### config.mk
export PLATFORM = sky130hd
export DESIGN_NAME = sdd_top
export DESIGN_NICKNAME = d
export VERILOG_FILES = /design/src/sdd_pkg.sv /design/src/sdd_scan_if.sv /design/src/sdd_timebase.sv /design/src/sdd_scanner.sv /design/src/sdd_top.sv
export SDC_FILE = /design/constraint.sdc
export NUM_CORES = 1
export LEC_CHECK = 0
export BUFFER_PORTS_ARGS = -buffer_cell sky130_fd_sc_hd__buf_2
export CAP_MARGIN = 20
export CORE_ASPECT_RATIO = 0.75
export CORE_MARGIN = 5
export CORE_UTILIZATION = 40
export CTS_CLUSTER_DIAMETER = 50
export CTS_CLUSTER_SIZE = 20
export DETAILED_ROUTE_END_ITERATION = 8
export GPL_TIMING_DRIVEN = 0
export PLACE_DENSITY_LB_ADDON = 0.1
export RECOVER_POWER = 100
export SKIP_CTS_REPAIR_TIMING = 1
export SLEW_MARGIN = 25
export SYNTH_ARGS = -nofsm -noshare
export SYNTH_HDL_FRONTEND = slang
export SYNTH_SLANG_ARGS = --single-unit
### constraint.sdc
create_clock -name i_mclk -period 2.76 [get_ports i_mclk]
set_input_delay 0.276 -clock i_mclk [delete_from_list [all_inputs] [get_ports i_mclk]]
set_output_delay 0.276 -clock i_mclk [all_outputs]
set_load 0.02 [all_outputs]
### src/sdd_pkg.sv
package sdd_pkg;

	////////////////////////////////////////////////////////////////////////
	// register addresses on the special function register port
	localparam logic [7:0] ADDR_CFG = 8'h95;
	localparam logic [7:0] ADDR_CLK = 8'h96;
	localparam logic [7:0] ADDR_SEGL = 8'h97;
	localparam logic [7:0] ADDR_CFGX = 8'h9c;
	localparam logic [7:0] ADDR_PTR = 8'hac;
	localparam logic [7:0] ADDR_DAT = 8'hae;
	localparam logic [7:0] ADDR_CFGY = 8'hb1;
	localparam logic [7:0] ADDR_SEGH = 8'hed;

	////////////////////////////////////////////////////////////////////////
	// field positions and reset values
	localparam int CFG_EN_BIT = 7;
	localparam int CFG_CLR_BIT = 6;
	localparam int CFG_BLINK_BIT = 5;
	localparam int CFG_SLEEP_BIT = 4;
	localparam int CFG_CKSEL_BIT = 3;
	localparam int CFG_BIAS_BIT = 2;
	localparam int CFG_MUX_HI = 1;
	localparam int CFG_MUX_LO = 0;
	localparam int CLK_BMOD_HI = 7;
	localparam int CLK_BMOD_LO = 6;
	localparam int CLK_BRATE_HI = 5;
	localparam int CLK_BRATE_LO = 4;
	localparam int CLK_FD_HI = 3;
	localparam int CLK_FD_LO = 0;
	localparam int CFGX_EXT_BIT = 6;
	localparam int CFGY_INV_BIT = 6;
	localparam int CFGY_UPD_BIT = 1;
	localparam int CFGY_HOLD_BIT = 0;
	localparam logic [7:0] CFGX_MASK = 8'h40;
	localparam logic [7:0] CFGY_MASK = 8'h41;
	localparam logic [7:0] REG_RESET = 8'h00;
	localparam logic [3:0] NIB_ZERO = 4'h0;

	////////////////////////////////////////////////////////////////////////
	// multiplex and blink codes
	localparam logic [1:0] MUX_RSVD = 2'h0;
	localparam logic [1:0] MUX_2 = 2'h1;
	localparam logic [1:0] MUX_3 = 2'h2;
	localparam logic [1:0] MUX_4 = 2'h3;
	localparam logic [1:0] BMOD_SW_OFF = 2'h0;
	localparam logic [1:0] BMOD_SW_ON = 2'h1;
	localparam logic [1:0] BMOD_FIXED = 2'h2;
	localparam logic [1:0] BMOD_RATE = 2'h3;
	localparam logic [1:0] BRATE_1 = 2'h0;
	localparam logic [1:0] BRATE_2 = 2'h1;
	localparam logic [1:0] BRATE_3 = 2'h2;
	localparam logic [1:0] BRATE_4 = 2'h3;

	////////////////////////////////////////////////////////////////////////
	// panel geometry; pins 0..14 are dedicated segment lines
	localparam int LOC_COUNT = 17;
	localparam int PIN_COUNT = 19;
	localparam int DED_SEG = 15;
	localparam int PIN_SHARED_FOUR = 15;
	localparam int PIN_SHARED_THREE = 16;
	localparam int PIN_COM0 = 17;
	localparam int PIN_COM1 = 18;
	localparam logic [7:0] LOC_LIMIT = 8'h11;
	localparam logic [1:0] COM_IDX0 = 2'h0;
	localparam logic [1:0] COM_IDX1 = 2'h1;
	localparam logic [1:0] COM_IDX2 = 2'h2;
	localparam logic [1:0] COM_IDX3 = 2'h3;

	////////////////////////////////////////////////////////////////////////
	// ladder level codes driven toward the panel
	localparam logic [1:0] LVL_V0 = 2'h0;
	localparam logic [1:0] LVL_V1 = 2'h1;
	localparam logic [1:0] LVL_V2 = 2'h2;
	localparam logic [1:0] LVL_V3 = 2'h3;

	////////////////////////////////////////////////////////////////////////
	// timing, in ticks of the 32768 Hz low-frequency strobe
	localparam int TICK_HZ = 32768;
	localparam int DRV_FAST_HZ = 2048;
	localparam int DRV_SLOW_HZ = 128;
	localparam int BLINK_FIXED_HZ = 2;
	localparam logic [7:0] DIV_FAST_M1 = 8'(TICK_HZ / DRV_FAST_HZ - 1);
	localparam logic [7:0] DIV_SLOW_M1 = 8'(TICK_HZ / DRV_SLOW_HZ - 1);
	// half periods: one toggle of the blink phase per half period
	localparam logic [15:0] BL_FIXED_M1 =
		16'(TICK_HZ / (2 * BLINK_FIXED_HZ) - 1);
	localparam logic [15:0] BL_1_M1 = 16'(TICK_HZ / 2 - 1);
	localparam logic [15:0] BL_2_M1 = 16'(2 * TICK_HZ / 2 - 1);
	localparam logic [15:0] BL_3_M1 = 16'(3 * TICK_HZ / 2 - 1);
	localparam logic [15:0] BL_4_M1 = 16'(4 * TICK_HZ / 2 - 1);

	typedef logic [LOC_COUNT-1:0][3:0] sdd_frame_t;

	// last scan phase equals the multiplex code (2, 3 or 4 backplanes)
	function automatic logic [1:0] sdd_last_phase(input logic [1:0] mux);
		return mux;
	endfunction

	// shared pin becomes a common line at or above the given level
	function automatic logic sdd_is_com(input logic [1:0] mux,
		input logic [1:0] lvl);
		return (mux >= lvl);
	endfunction

endpackage

### src/sdd_scan_if.sv
`timescale 1ns/1ps
interface sdd_scan_if;
	logic [1:0] phase;
	logic pol;
	logic blank;
	logic bias_third;
	logic [1:0] mux;
	modport ctrl (output phase, output pol, output blank,
		output bias_third, output mux);
	modport scan (input phase, input pol, input blank,
		input bias_third, input mux);
endinterface

### src/sdd_timebase.sv
`timescale 1ns/1ps
module sdd_timebase (
	input wire logic i_mclk,
	input wire logic i_resetn,
	input wire logic i_tick,
	input wire logic i_run,
	input wire logic i_slow,
	input wire logic [3:0] i_fd,
	input wire logic [1:0] i_last,
	input wire logic i_inv_frame,
	input wire logic [1:0] i_blink_mode,
	input wire logic [1:0] i_blink_rate,
	output logic o_frame_start,
	output logic [1:0] o_phase,
	output logic o_pol,
	output logic o_blink_phase
);
	logic [7:0] div_r, div_nxt, div_lim;
	logic [3:0] fdc_r, fdc_nxt;
	logic [1:0] phase_r, phase_nxt;
	logic pol_r, pol_nxt, fs_r, fs_nxt, drv_w, step_w;
	logic [15:0] bcnt_r, bcnt_nxt, blim;
	logic blink_r, blink_nxt;

	////////////////////////////////////////////////////////////////////////
	// drive clock, phase and frame sequencing
	always_comb begin
		div_lim = i_slow ? sdd_pkg::DIV_SLOW_M1 : sdd_pkg::DIV_FAST_M1;
		div_nxt = div_r;
		fdc_nxt = fdc_r;
		phase_nxt = phase_r;
		pol_nxt = pol_r;
		fs_nxt = 1'b0;
		drv_w = 1'b0;
		step_w = 1'b0;
		if (!i_run) begin
			div_nxt = '0;
			fdc_nxt = '0;
			phase_nxt = '0;
			pol_nxt = 1'b0;
		end else if (i_tick) begin
			// >= so a switch to the fast clock never overruns
			if (div_r >= div_lim) begin
				div_nxt = '0;
				drv_w = 1'b1;
			end else begin
				div_nxt = div_r + 8'h01;
			end
		end
		if (drv_w) begin
			// each phase lasts frame divider plus one drive clocks
			if (fdc_r >= i_fd) begin
				fdc_nxt = '0;
				step_w = 1'b1;
			end else begin
				fdc_nxt = fdc_r + 4'h1;
			end
		end
		if (step_w) begin
			if (phase_r >= i_last) begin
				phase_nxt = '0;
				fs_nxt = 1'b1;
				if (i_inv_frame) begin
					pol_nxt = ~pol_r;
				end
			end else begin
				phase_nxt = phase_r + 2'h1;
			end
			if (!i_inv_frame) begin
				pol_nxt = ~pol_r;
			end
		end
	end

	always_ff @(posedge i_mclk) begin
		if (!i_resetn) begin
			div_r <= '0;
			fdc_r <= '0;
			phase_r <= '0;
			pol_r <= 1'b0;
			fs_r <= 1'b0;
		end else begin
			div_r <= div_nxt;
			fdc_r <= fdc_nxt;
			phase_r <= phase_nxt;
			pol_r <= pol_nxt;
			fs_r <= fs_nxt;
		end
	end

	////////////////////////////////////////////////////////////////////////
	// blink phase generator
	always_comb begin
		unique case (i_blink_rate)
			sdd_pkg::BRATE_1: blim = sdd_pkg::BL_1_M1;
			sdd_pkg::BRATE_2: blim = sdd_pkg::BL_2_M1;
			sdd_pkg::BRATE_3: blim = sdd_pkg::BL_3_M1;
			sdd_pkg::BRATE_4: blim = sdd_pkg::BL_4_M1;
		endcase
		if (i_blink_mode == sdd_pkg::BMOD_FIXED) begin
			blim = sdd_pkg::BL_FIXED_M1;
		end
		bcnt_nxt = bcnt_r;
		blink_nxt = blink_r;
		if (!i_run) begin
			bcnt_nxt = '0;
			blink_nxt = 1'b1;
		end else if (i_tick) begin
			if (bcnt_r >= blim) begin
				bcnt_nxt = '0;
				blink_nxt = ~blink_r;
			end else begin
				bcnt_nxt = bcnt_r + 16'h0001;
			end
		end
	end

	always_ff @(posedge i_mclk) begin
		if (!i_resetn) begin
			bcnt_r <= '0;
			blink_r <= 1'b1;
		end else begin
			bcnt_r <= bcnt_nxt;
			blink_r <= blink_nxt;
		end
	end

	assign o_frame_start = fs_r;
	assign o_phase = phase_r;
	assign o_pol = pol_r;
	assign o_blink_phase = blink_r;
endmodule

### src/sdd_scanner.sv
`timescale 1ns/1ps
module sdd_scanner (
	input wire logic i_mclk,
	input wire logic i_resetn,
	sdd_scan_if.scan ifc,
	input wire sdd_pkg::sdd_frame_t i_frame,
	input wire logic [sdd_pkg::LOC_COUNT-1:0] i_seg_en,
	output logic [sdd_pkg::PIN_COUNT-1:0][1:0] o_pin_lvl,
	output logic [sdd_pkg::PIN_COUNT-1:0] o_pin_drv
);
	logic [sdd_pkg::PIN_COUNT-1:0][1:0] lvl_r, lvl_nxt;
	logic [sdd_pkg::PIN_COUNT-1:0] drv_r, drv_nxt;
	logic [sdd_pkg::DED_SEG-1:0][1:0] seg_lvl_w;
	logic com_three, com_four;

	// segment level against the active backplane
	function automatic logic [1:0] seg_level(input logic on, input logic pol,
		input logic third);
		if (on) begin
			return pol ? sdd_pkg::LVL_V3 : sdd_pkg::LVL_V0;
		end
		if (third) begin
			return pol ? sdd_pkg::LVL_V1 : sdd_pkg::LVL_V2;
		end
		return sdd_pkg::LVL_V1;
	endfunction

	// backplane level; half bias joins the two middle nodes
	function automatic logic [1:0] com_level(input logic sel, input logic pol,
		input logic third);
		if (sel) begin
			return pol ? sdd_pkg::LVL_V0 : sdd_pkg::LVL_V3;
		end
		if (third) begin
			return pol ? sdd_pkg::LVL_V2 : sdd_pkg::LVL_V1;
		end
		return sdd_pkg::LVL_V1;
	endfunction

	////////////////////////////////////////////////////////////////////////
	// dedicated segment lines
	genvar gi;
	generate
		for (gi = 0; gi < sdd_pkg::DED_SEG; gi++) begin : g_seg
			assign seg_lvl_w[gi] = ifc.blank ? sdd_pkg::LVL_V0 :
				seg_level(i_frame[gi][ifc.phase], ifc.pol, ifc.bias_third);
		end
	endgenerate

	// shared pins and backplanes
	always_comb begin
		com_three = sdd_pkg::sdd_is_com(ifc.mux, sdd_pkg::MUX_3);
		com_four = sdd_pkg::sdd_is_com(ifc.mux, sdd_pkg::MUX_4);
		lvl_nxt = '0;
		drv_nxt = '0;
		for (int i = 0; i < sdd_pkg::DED_SEG; i++) begin
			lvl_nxt[i] = seg_lvl_w[i];
			drv_nxt[i] = i_seg_en[i];
		end
		lvl_nxt[sdd_pkg::PIN_SHARED_FOUR] = com_four ?
			com_level(ifc.phase == sdd_pkg::COM_IDX3, ifc.pol, ifc.bias_third) :
			seg_level(i_frame[sdd_pkg::PIN_SHARED_FOUR][ifc.phase], ifc.pol,
				ifc.bias_third);
		lvl_nxt[sdd_pkg::PIN_SHARED_THREE] = com_three ?
			com_level(ifc.phase == sdd_pkg::COM_IDX2, ifc.pol, ifc.bias_third) :
			seg_level(i_frame[sdd_pkg::PIN_SHARED_THREE][ifc.phase], ifc.pol,
				ifc.bias_third);
		lvl_nxt[sdd_pkg::PIN_COM0] = com_level(ifc.phase == sdd_pkg::COM_IDX0,
			ifc.pol, ifc.bias_third);
		lvl_nxt[sdd_pkg::PIN_COM1] = com_level(ifc.phase == sdd_pkg::COM_IDX1,
			ifc.pol, ifc.bias_third);
		drv_nxt[sdd_pkg::PIN_SHARED_FOUR] = com_four ||
			i_seg_en[sdd_pkg::PIN_SHARED_FOUR];
		drv_nxt[sdd_pkg::PIN_SHARED_THREE] = com_three ||
			i_seg_en[sdd_pkg::PIN_SHARED_THREE];
		drv_nxt[sdd_pkg::PIN_COM0] = 1'b1;
		drv_nxt[sdd_pkg::PIN_COM1] = 1'b1;
		if (ifc.blank) begin
			lvl_nxt = '0;
		end
	end

	always_ff @(posedge i_mclk) begin
		if (!i_resetn) begin
			lvl_r <= '0;
			drv_r <= '0;
		end else begin
			lvl_r <= lvl_nxt;
			drv_r <= drv_nxt;
		end
	end

	assign o_pin_lvl = lvl_r;
	assign o_pin_drv = drv_r;
endmodule

### src/sdd_top.sv
`timescale 1ns/1ps
module sdd_top (
	input wire logic i_mclk,
	input wire logic i_resetn,
	input wire logic [7:0] i_sfr_addr,
	input wire logic [7:0] i_sfr_wdata,
	input wire logic i_sfr_wr,
	input wire logic i_sfr_rd,
	output logic [7:0] o_sfr_rdata,
	output logic o_sfr_hit,
	input wire logic i_tick_32k,
	input wire logic i_sleep_power_mode,
	output logic [sdd_pkg::PIN_COUNT-1:0][1:0] o_pin_lvl,
	output logic [sdd_pkg::PIN_COUNT-1:0] o_pin_drv,
	output logic o_ladder_join,
	output logic o_ext_ladder_en,
	output logic o_update_finished_flag
);
	logic [7:0] cfg_r, cfg_nxt, clkc_r, clkc_nxt;
	logic [7:0] segl_r, segl_nxt, segh_r, segh_nxt;
	logic [7:0] cfgx_r, cfgx_nxt, cfgy_r, cfgy_nxt, ptr_r, ptr_nxt;
	logic upd_r, upd_nxt, join_r, join_nxt;
	logic [7:0] rdata_r, rdata_nxt;
	logic hit_r, hit_nxt;
	sdd_pkg::sdd_frame_t mem_r, mem_nxt, fb_r, fb_nxt;
	logic [4:0] ptr_idx;
	logic ptr_ok, cur_sel, run_w, visible_w, frame_start, blink_phase;
	logic [3:0] cur_dat;
	logic [1:0] mux_w, phase_w, bmode_w;
	logic pol_w;
	logic [sdd_pkg::LOC_COUNT-1:0] seg_en_w;

	sdd_scan_if scan_bus ();

	////////////////////////////////////////////////////////////////////////
	// decoded fields
	assign mux_w = cfg_r[sdd_pkg::CFG_MUX_HI:sdd_pkg::CFG_MUX_LO];
	assign bmode_w = clkc_r[sdd_pkg::CLK_BMOD_HI:sdd_pkg::CLK_BMOD_LO];
	assign ptr_idx = ptr_r[4:0];
	assign ptr_ok = (ptr_r < sdd_pkg::LOC_LIMIT);
	assign cur_dat = ptr_ok ? mem_r[ptr_idx] : sdd_pkg::NIB_ZERO;
	// both shared pins answer to the top bit of the high enable byte
	assign seg_en_w = {segh_r[7], segh_r, segl_r};
	assign cur_sel = (i_sfr_addr == sdd_pkg::ADDR_DAT);

	////////////////////////////////////////////////////////////////////////
	// configuration registers, written over the register port
	always_comb begin
		cfg_nxt = cfg_r;
		clkc_nxt = clkc_r;
		segl_nxt = segl_r;
		segh_nxt = segh_r;
		cfgx_nxt = cfgx_r;
		cfgy_nxt = cfgy_r;
		ptr_nxt = ptr_r;
		if (i_sfr_wr) begin
			case (i_sfr_addr)
				sdd_pkg::ADDR_CFG: cfg_nxt = i_sfr_wdata;
				sdd_pkg::ADDR_CLK: clkc_nxt = i_sfr_wdata;
				sdd_pkg::ADDR_SEGL: segl_nxt = i_sfr_wdata;
				sdd_pkg::ADDR_SEGH: segh_nxt = i_sfr_wdata;
				sdd_pkg::ADDR_CFGX: cfgx_nxt = i_sfr_wdata & sdd_pkg::CFGX_MASK;
				sdd_pkg::ADDR_CFGY: cfgy_nxt = i_sfr_wdata & sdd_pkg::CFGY_MASK;
				sdd_pkg::ADDR_PTR: ptr_nxt = i_sfr_wdata;
				default: ;
			endcase
		end
		// half bias ties the two middle ladder nodes together
		join_nxt = !cfg_nxt[sdd_pkg::CFG_BIAS_BIT];
	end

	always_ff @(posedge i_mclk) begin
		if (!i_resetn) begin
			cfg_r <= sdd_pkg::REG_RESET;
			clkc_r <= sdd_pkg::REG_RESET;
			segl_r <= sdd_pkg::REG_RESET;
			segh_r <= sdd_pkg::REG_RESET;
			cfgx_r <= sdd_pkg::REG_RESET;
			cfgy_r <= sdd_pkg::REG_RESET;
			ptr_r <= sdd_pkg::REG_RESET;
			join_r <= 1'b1;
		end else begin
			cfg_r <= cfg_nxt;
			clkc_r <= clkc_nxt;
			segl_r <= segl_nxt;
			segh_r <= segh_nxt;
			cfgx_r <= cfgx_nxt;
			cfgy_r <= cfgy_nxt;
			ptr_r <= ptr_nxt;
			join_r <= join_nxt;
		end
	end

	////////////////////////////////////////////////////////////////////////
	// display data memory and the frame copy the scanner shows
	always_comb begin
		mem_nxt = mem_r;
		fb_nxt = fb_r;
		if (i_sfr_wr && cur_sel && ptr_ok) begin
			mem_nxt[ptr_idx] = i_sfr_wdata[3:0];
		end
		// clear dominates any write made while it is set
		if (cfg_r[sdd_pkg::CFG_CLR_BIT]) begin
			mem_nxt = '0;
		end
		if (frame_start && !cfgy_r[sdd_pkg::CFGY_HOLD_BIT]) begin
			fb_nxt = mem_r;
		end
	end

	always_ff @(posedge i_mclk) begin
		if (!i_resetn) begin
			mem_r <= '0;
			fb_r <= '0;
		end else begin
			mem_r <= mem_nxt;
			fb_r <= fb_nxt;
		end
	end

	////////////////////////////////////////////////////////////////////////
	// update finished flag: hardware set beats a software clear
	always_comb begin
		upd_nxt = upd_r;
		if (i_sfr_wr && i_sfr_addr == sdd_pkg::ADDR_CFGY &&
			!i_sfr_wdata[sdd_pkg::CFGY_UPD_BIT]) begin
			upd_nxt = 1'b0;
		end
		if (frame_start && !cfgy_r[sdd_pkg::CFGY_HOLD_BIT]) begin
			upd_nxt = 1'b1;
		end
	end

	always_ff @(posedge i_mclk) begin
		if (!i_resetn) begin
			upd_r <= 1'b0;
		end else begin
			upd_r <= upd_nxt;
		end
	end

	////////////////////////////////////////////////////////////////////////
	// read port; unmapped addresses read zero with the hit flag low
	always_comb begin
		rdata_nxt = rdata_r;
		hit_nxt = hit_r;
		if (i_sfr_rd) begin
			hit_nxt = 1'b1;
			case (i_sfr_addr)
				sdd_pkg::ADDR_CFG: rdata_nxt = cfg_r;
				sdd_pkg::ADDR_CLK: rdata_nxt = clkc_r;
				sdd_pkg::ADDR_SEGL: rdata_nxt = segl_r;
				sdd_pkg::ADDR_SEGH: rdata_nxt = segh_r;
				sdd_pkg::ADDR_CFGX: rdata_nxt = cfgx_r;
				sdd_pkg::ADDR_CFGY: begin
					rdata_nxt = cfgy_r;
					rdata_nxt[sdd_pkg::CFGY_UPD_BIT] = upd_r;
				end
				sdd_pkg::ADDR_PTR: rdata_nxt = ptr_r;
				sdd_pkg::ADDR_DAT: rdata_nxt = {sdd_pkg::NIB_ZERO, cur_dat};
				default: begin
					rdata_nxt = sdd_pkg::REG_RESET;
					hit_nxt = 1'b0;
				end
			endcase
		end
	end

	always_ff @(posedge i_mclk) begin
		if (!i_resetn) begin
			rdata_r <= sdd_pkg::REG_RESET;
			hit_r <= 1'b0;
		end else begin
			rdata_r <= rdata_nxt;
			hit_r <= hit_nxt;
		end
	end

	////////////////////////////////////////////////////////////////////////
	// run and blank decisions; no power mode stops the driver on its own
	assign run_w = cfg_r[sdd_pkg::CFG_EN_BIT] &&
		!(i_sleep_power_mode && cfg_r[sdd_pkg::CFG_SLEEP_BIT]) &&
		(mux_w != sdd_pkg::MUX_RSVD);

	always_comb begin
		visible_w = 1'b1;
		if (cfg_r[sdd_pkg::CFG_BLINK_BIT]) begin
			unique case (bmode_w)
				sdd_pkg::BMOD_SW_OFF: visible_w = 1'b0;
				sdd_pkg::BMOD_SW_ON: visible_w = 1'b1;
				sdd_pkg::BMOD_FIXED: visible_w = blink_phase;
				sdd_pkg::BMOD_RATE: visible_w = blink_phase;
			endcase
		end
	end

	assign scan_bus.phase = phase_w;
	assign scan_bus.pol = pol_w;
	assign scan_bus.blank = !run_w || !visible_w;
	assign scan_bus.bias_third = cfg_r[sdd_pkg::CFG_BIAS_BIT];
	assign scan_bus.mux = mux_w;

	////////////////////////////////////////////////////////////////////////
	sdd_timebase u_timebase (
		.i_mclk(i_mclk),
		.i_resetn(i_resetn),
		.i_tick(i_tick_32k),
		.i_run(run_w),
		.i_slow(cfg_r[sdd_pkg::CFG_CKSEL_BIT]),
		.i_fd(clkc_r[sdd_pkg::CLK_FD_HI:sdd_pkg::CLK_FD_LO]),
		.i_last(sdd_pkg::sdd_last_phase(mux_w)),
		.i_inv_frame(cfgy_r[sdd_pkg::CFGY_INV_BIT]),
		.i_blink_mode(bmode_w),
		.i_blink_rate(clkc_r[sdd_pkg::CLK_BRATE_HI:sdd_pkg::CLK_BRATE_LO]),
		.o_frame_start(frame_start),
		.o_phase(phase_w),
		.o_pol(pol_w),
		.o_blink_phase(blink_phase)
	);

	sdd_scanner u_scanner (
		.i_mclk(i_mclk),
		.i_resetn(i_resetn),
		.ifc(scan_bus.scan),
		.i_frame(fb_r),
		.i_seg_en(seg_en_w),
		.o_pin_lvl(o_pin_lvl),
		.o_pin_drv(o_pin_drv)
	);

	assign o_sfr_rdata = rdata_r;
	assign o_sfr_hit = hit_r;
	assign o_ladder_join = join_r;
	assign o_ext_ladder_en = cfgx_r[sdd_pkg::CFGX_EXT_BIT];
	assign o_update_finished_flag = upd_r;
endmodule

======== Word level (Yosys, flattened, before mapping) ========
Cells that the tools add are included.
storage, ports and cells
  flip-flop bits (word level) ............. 280
  bits of input ports ..................... 22
  output and inout port bits .............. 69
  word-level logic and storage cells ...... 350
cells by class
  $add $sub $neg .......................... 4
  $lt $le $gt $ge ......................... 10
  equality and inequality tests ........... 19
  multiplexer cells ....................... 203
  bitwise gates (word level) .............. 3
  reduce and logical (&&, ||, !) cells .... 37
operators with widths
  kind                                                                    count
  2-bit two-way mux                                                       93
  1-bit two-way mux                                                       74
  68-bit bitwise mux                                                      1
  8-bit equality test (second input constant)                             8
  16-bit case mux with 4 select lines                                     1
  8-bit case mux with 8 select lines                                      1
  1-bit binary-select mux with 2-bit select                               17
  16-bit two-way mux                                                      2
  4-bit two-way mux                                                       6
  4-bit binary-select mux with 5-bit select                               1
  4-bit demux with 5-bit select                                           1
  2-bit AND reduction                                                     10
  19-bit two-way mux                                                      1
  16-bit by 1-bit adder with 16-bit output (second input constant)        1
  16-bit >= comparator                                                    1
  8-bit two-way mux                                                       2
  2-bit equality test (second input constant)                             6
  1-bit logical AND                                                       9
  8-bit by 1-bit adder with 8-bit output (second input constant)          1
  8-bit >= comparator                                                     1
  8-bit by 5-bit < comparator with 1-bit output (second input constant)   1
  8-bit OR reduction                                                      1
  2-bit by 1-bit equality test with 1-bit output (second input constant)  3
  1-bit logical NOT                                                       6
  other kinds (16)                                                        28

======== Depth between registers and ports, before layout ========
  word-level depth ........................ 8
  depth in mapped cells ................... 9
  mapped depth without buffers ............ 8

======== Hierarchy ========
From an unflattened synthesis, not the netlist that was laid out.
second synthesis, totals
  cells, all modules ...................... 1,269
  area, all modules ....................... 12,170.4 um^2
by module, submodules not included
  module        times used  cells each  area an instance (um^2)
  sdd_top       1           872         8,070.2
  sdd_scanner   1           192         2,240.9
  sdd_timebase  1           205         1,859.3

======== Worst setup path after synthesis ========
OpenSTA, ideal clock, no wires.
  path type ............................... register to register
  start point ............................. register u_timebase.phase_r[0] (netlist: u_timebase.o_phase[0])
  end point ............................... register u_timebase.pol_r (netlist: u_timebase.o_pol)
  data arrival time ....................... 2,168 ps
  data required time ...................... 2,690 ps
  setup slack ............................. 522 ps
  cell stages (with the launch flop) ...... 10
  clock period less this slack ............ 2,238 ps
  cell sequence ........................... dfxtp_1 buf_2 buf_2 inv_1 ha_1 nand2b_1 a21oi_1 and2_1 or4_1 a21oi_1
on the way
  longest elaborated chain between the ends .. 4
RTL lines
  what                    RTL line            RTL
  from (decl)             sdd_timebase.sv:20  logic [1:0] phase_r, phase_nxt;
  from (signal assigned)  sdd_timebase.sv:85  phase_r <= phase_nxt;
  2-bit >= comparator     sdd_timebase.sv:60  if (phase_r >= i_last) begin
  1-bit two-way mux       sdd_timebase.sv:60
  1-bit two-way mux       sdd_timebase.sv:69  if (!i_inv_frame) begin
  1-bit two-way mux       sdd_timebase.sv:59  if (step_w) begin
  to (signal assigned)    sdd_timebase.sv:86  pol_r <= pol_nxt;
  to (decl)               sdd_timebase.sv:21  logic pol_r, pol_nxt, fs_r, fs_nxt, drv_w, step_w;
No other way between the ends.
A chain may end at the register's enable or synchronous reset.

======== Worst setup path after layout ========
  start point ............................. register u_timebase.phase_r[1] (netlist: u_timebase.o_phase[1])
  end point ............................... register u_scanner.lvl_r, in the netlist u_scanner.o_pin_lvl[3]
on the way
  longest elaborated chain between the ends .. 4
RTL lines
  what                                       RTL line           RTL
  1-bit binary-select mux with 2-bit select  sdd_scanner.sv:46  seg_level(i_frame[gi][ifc.phase], ifc.pol, ifc.bias_third);
  1-bit two-way mux (implied by the code)    sdd_scanner.sv:46
  1-bit two-way mux                          sdd_scanner.sv:19  if (on) begin
  2-bit two-way mux                          sdd_scanner.sv:22  if (third) begin
  to (signal assigned)                       sdd_scanner.sv:88  lvl_r <= lvl_nxt;
  to (decl)                                  sdd_scanner.sv:11  logic [sdd_pkg::PIN_COUNT-1:0][1:0] lvl_r, lvl_nxt;
No other way between the ends. The select of a mux whose other input is x is not followed.

==> impl_metrics.env <==
export IMPL_status="complete, no violations"
export IMPL_pin_count=91
export IMPL_clock_root_buffer="clkbuf_16"
export IMPL_antenna_found_initial=0
export IMPL_hold_start="i_sfr_rd"
export IMPL_synth_net_count=1305
export IMPL_layout_nets=1424
export IMPL_required_ps=3210
export IMPL_hpwl_mm=27.0
export IMPL_crit_start="u_timebase.o_phase[1]$_SDFFE_PN0P_"
export IMPL_register_area_sq_um=5590
export IMPL_synthCells=1263
export IMPL_clock_power_share_pct=50.9
export IMPL_num_rows=55
export IMPL_worst_slew_pin_slew_ps=945
export IMPL_start_util_pct=40.5
export IMPL_leakagePower_uw=0.00515
export IMPL_setup_violations=0
export IMPL_min_to="o_sfr_rdata[3]$_SDFFE_PN0P_"
export IMPL_numCtsBuffers=30
export IMPL_switching_share_pct=23.0
export IMPL_netlist_area_sq_um=12200
export IMPL_clk_pin_slew_ps=70
export IMPL_wl_per_cell_microns=20.0
export IMPL_die_h_microns=161
export IMPL_syn_to_final_growth_pct=15.7
export IMPL_slew_headroom_pct=36.8
export IMPL_power_switching_uw=2000
export IMPL_seq_area_frac_synth_pct=45.8
export IMPL_rsz0062_at_grt="no"
export IMPL_crit_path_end_kind="flop"
export IMPL_globalRouteOverflowTotal=0
export IMPL_clockBufferDepth=3
export IMPL_arrival_ps=3020
export IMPL_synth_top_family_by_area="simple AND/OR/NAND/NOR gates"
export IMPL_worstSkewPairLatency_ps=580
export IMPL_slew_violations=0
export IMPL_syn_mean_instance_area_sq_um=9.65
export IMPL_cts_tree="yes"
export IMPL_fill_cells=2970
export IMPL_power_density_nw_per_um2=616
export IMPL_post_route_drc_count=0
export IMPL_grt_use_total_pct=20.5
export IMPL_yosys_warnings=0
export IMPL_multi_input_area_sq_um=6140
export IMPL_vias_per_cell=5.32
export IMPL_period_share_pct=93.0
export IMPL_max_freq_ghz=0.389
export IMPL_hp_class="in -> reg"
export IMPL_ys_async_sr_fraction_pct=0
export IMPL_grt_pass1_vias=8894
export IMPL_rrSetupSlack_ps=190
export IMPL_criticalPathCategory="reg -> reg"
export IMPL_fin_skew_ps=18.3
export IMPL_portBuffers=87
export IMPL_yosys_area_share_simple_pct=20.7
export IMPL_drtIter0Drc=716
export IMPL_timing_rr_start="u_timebase.o_phase[1]$_SDFFE_PN0P_"
export IMPL_p_int_uw=6690
export IMPL_synth_cell_types=65
export IMPL_timing_rr_end="u_scanner.o_pin_lvl[3]$_SDFF_PP0_"
export IMPL_finalHoldViolCount=0
export IMPL_path_max_fanout=10
export IMPL_synthFlopType="dfxtp_1"
export IMPL_grt_max_degree=17
export IMPL_synthAdderAreaFrac_pct=2.05
export IMPL_synth_seq_cells=279
export IMPL_fin_crit_ps=2570
export IMPL_synth_xor_area_share_pct=1.72
export IMPL_worstSetupStartpointType="flop"
export IMPL_routed_wl_mm=36.1
export IMPL_clock_sinks=279
export IMPL_detail_route_first_pass_iterations=6
export IMPL_post_dp_cell_area_sq_um=13100
export IMPL_route_vias_total=9601
export IMPL_coreArea_sq_um=30100
export IMPL_drv_cap=0
export IMPL_synth_edff_count=0
export IMPL_reg2regPathDepth=5
export IMPL_drtAntennaViolNets=0
export IMPL_h_tree_depth=1
export IMPL_diodes=0
export IMPL_grt_pass1_wl_mm=55.2
export IMPL_synth_compound_area_share_pct=11.9
export IMPL_synthMuxAreaShare_pct=14.3
export IMPL_pwr_share_seq_pct=46.4
export IMPL_tns_ps=0
export IMPL_combPwrFrac_pct=2.7
export IMPL_peakVddDrop_uv=457
export IMPL_die_w_microns=212
export IMPL_hold_depth=3
export IMPL_place_congestion=0.904
export IMPL_dieArea_sq_um=34100
export IMPL_post_route_cell_area_sq_um=14100
export IMPL_drive_above_1_share_pct=10.5
[worst max-delay path by stage]
stage,endpoint,slack [ps],cells after the start
final,u_scanner.o_pin_lvl[3]$_SDFF_PP0_,190,5
after CTS,u_timebase.o_pol$_SDFF_PN0_,60,9
after detailed placement,u_timebase.o_pol$_SDFF_PN0_,80,9
after floorplan,u_timebase.o_pol$_SDFF_PN0_,520,9
after global placement,u_timebase.o_pol$_SDFF_PN0_,110,9
after global routing,u_timebase.o_pol$_SDFF_PN0_,50,9
[synth_stat cells, types with 18 or more instances]
cell type | n | area (sq um)
mux4_2 | 33 | 743
nand4_1 | 20 | 125
nor2b_1 | 48 | 300
dfxtp_1 | 279 | 5590
o21ai_0 | 44 | 220
and2_1 | 21 | 131
nand2_1 | 182 | 683
a21boi_0 | 71 | 533
mux2i_1 | 94 | 941
nor2_1 | 100 | 375
a21oi_1 | 35 | 175
clkbuf_1 | 59 | 221
ha_1 | 20 | 250
buf_2 | 18 | 90.1
nand3_1 | 60 | 300
[state kept, by name, summed over array words and instances (netlist names), 2 cells and up]
name and count:
u_scanner.o_pin_drv 18, fb_r 68, u_timebase.o_phase 2, mem_r 68, u_scanner.o_pin_lvl 38, segl_r 8
ptr_r 8, u_timebase.div_r 8, u_timebase.bcnt_r 16, cfgy_r 2, segh_r 8, cfg_r 8
u_timebase.fdc_r 4, o_sfr_rdata 8, clkc_r 8
[critical path, cell delays in order (launching register included)]
cell,delay [ps]
dfxtp_1,380
clkbuf_1,630
clkbuf_1,650
mux4_2,510
mux2i_1,190
nor2_1,50
[metal layers]
metal | wire, microns | share of wire, % | vias to the layer above | GRT usage, %
met4 | 549 | 1.5 | 0 | 3.39
met2 | 13800 | 38 | 284 | 27.4
li1 | - | - | 4684 | -
met1 | 19400 | 54 | 4590 | 34.2
met5 | 0 | 0 | - | 0
met3 | 2340 | 6.5 | 43 | 3.75
[logic make-up after synthesis]
| logic type | Yosys count |
|---|---|
| simple gates | 495 |
| flops | 279 |
| compound gates | 211 |
| mux | 132 |
| buf+inv | 102 |
| xor+xnor | 24 |
| fa+ha+maj | 20 |
[metrics by stage]
step / setup slack, ps / hold slack, ps / util, % / instances / total power [uW]
after floorplan: 522 / 304 / - / 1263 / 4260
after global placement: 106 / 391 / 43.6 / 1749 / 4360
after detailed placement: 78.2 / 391 / 43.6 / 1749 / 4360
after CTS: 56.0 / -220 / 47.2 / 1804 / 8780
after global routing: 53.8 / 48.5 / 46.8 / 1804 / 8960
final: 192 / 37.9 / 46.8 / 1804 / 8690
[cells in the final DEF, fill, tap and decap left out, drive strengths merged, types with 13 or more instances in the layout]
master	Yosys	routed
nand3	62	62
nor2b	48	48
inv	11	19
xor2	13	13
and2	21	21
clkbuf	59	170
a21boi	71	71
o21ai	45	45
dfxtp	279	279
nand4	24	24
a21oi	35	35
nor2	100	100
nand2	182	182
mux2i	94	94
ha	20	20
mux4	33	33
buf	32	40
[final cells by class]
| cell class | instances | area share [%] |
|---|---|---|
| Sequential cell | 279 | 39.6 |
| Timing Repair Buffer | 88 | 2.55 |
| Buffer | 90 | 2.70 |
| Tap cell | 399 | 3.54 |
| Inverter | 11 | 0.293 |
| Clock inverter | 22 | 2.20 |
| Multi-Input combinational cell | 882 | 43.5 |
| Clock buffer | 33 | 5.61 |
[power groups by stage]
stage,combinational (uW),sequential (uW),clock [uW]
after detailed placement,235,4120,0
after floorplan,126,4130,0
final,235,4030,4430
after CTS,236,4030,4510
after global placement,236,4120,0
after global routing,251,4030,4680
(Power assumes the default switching activity.)
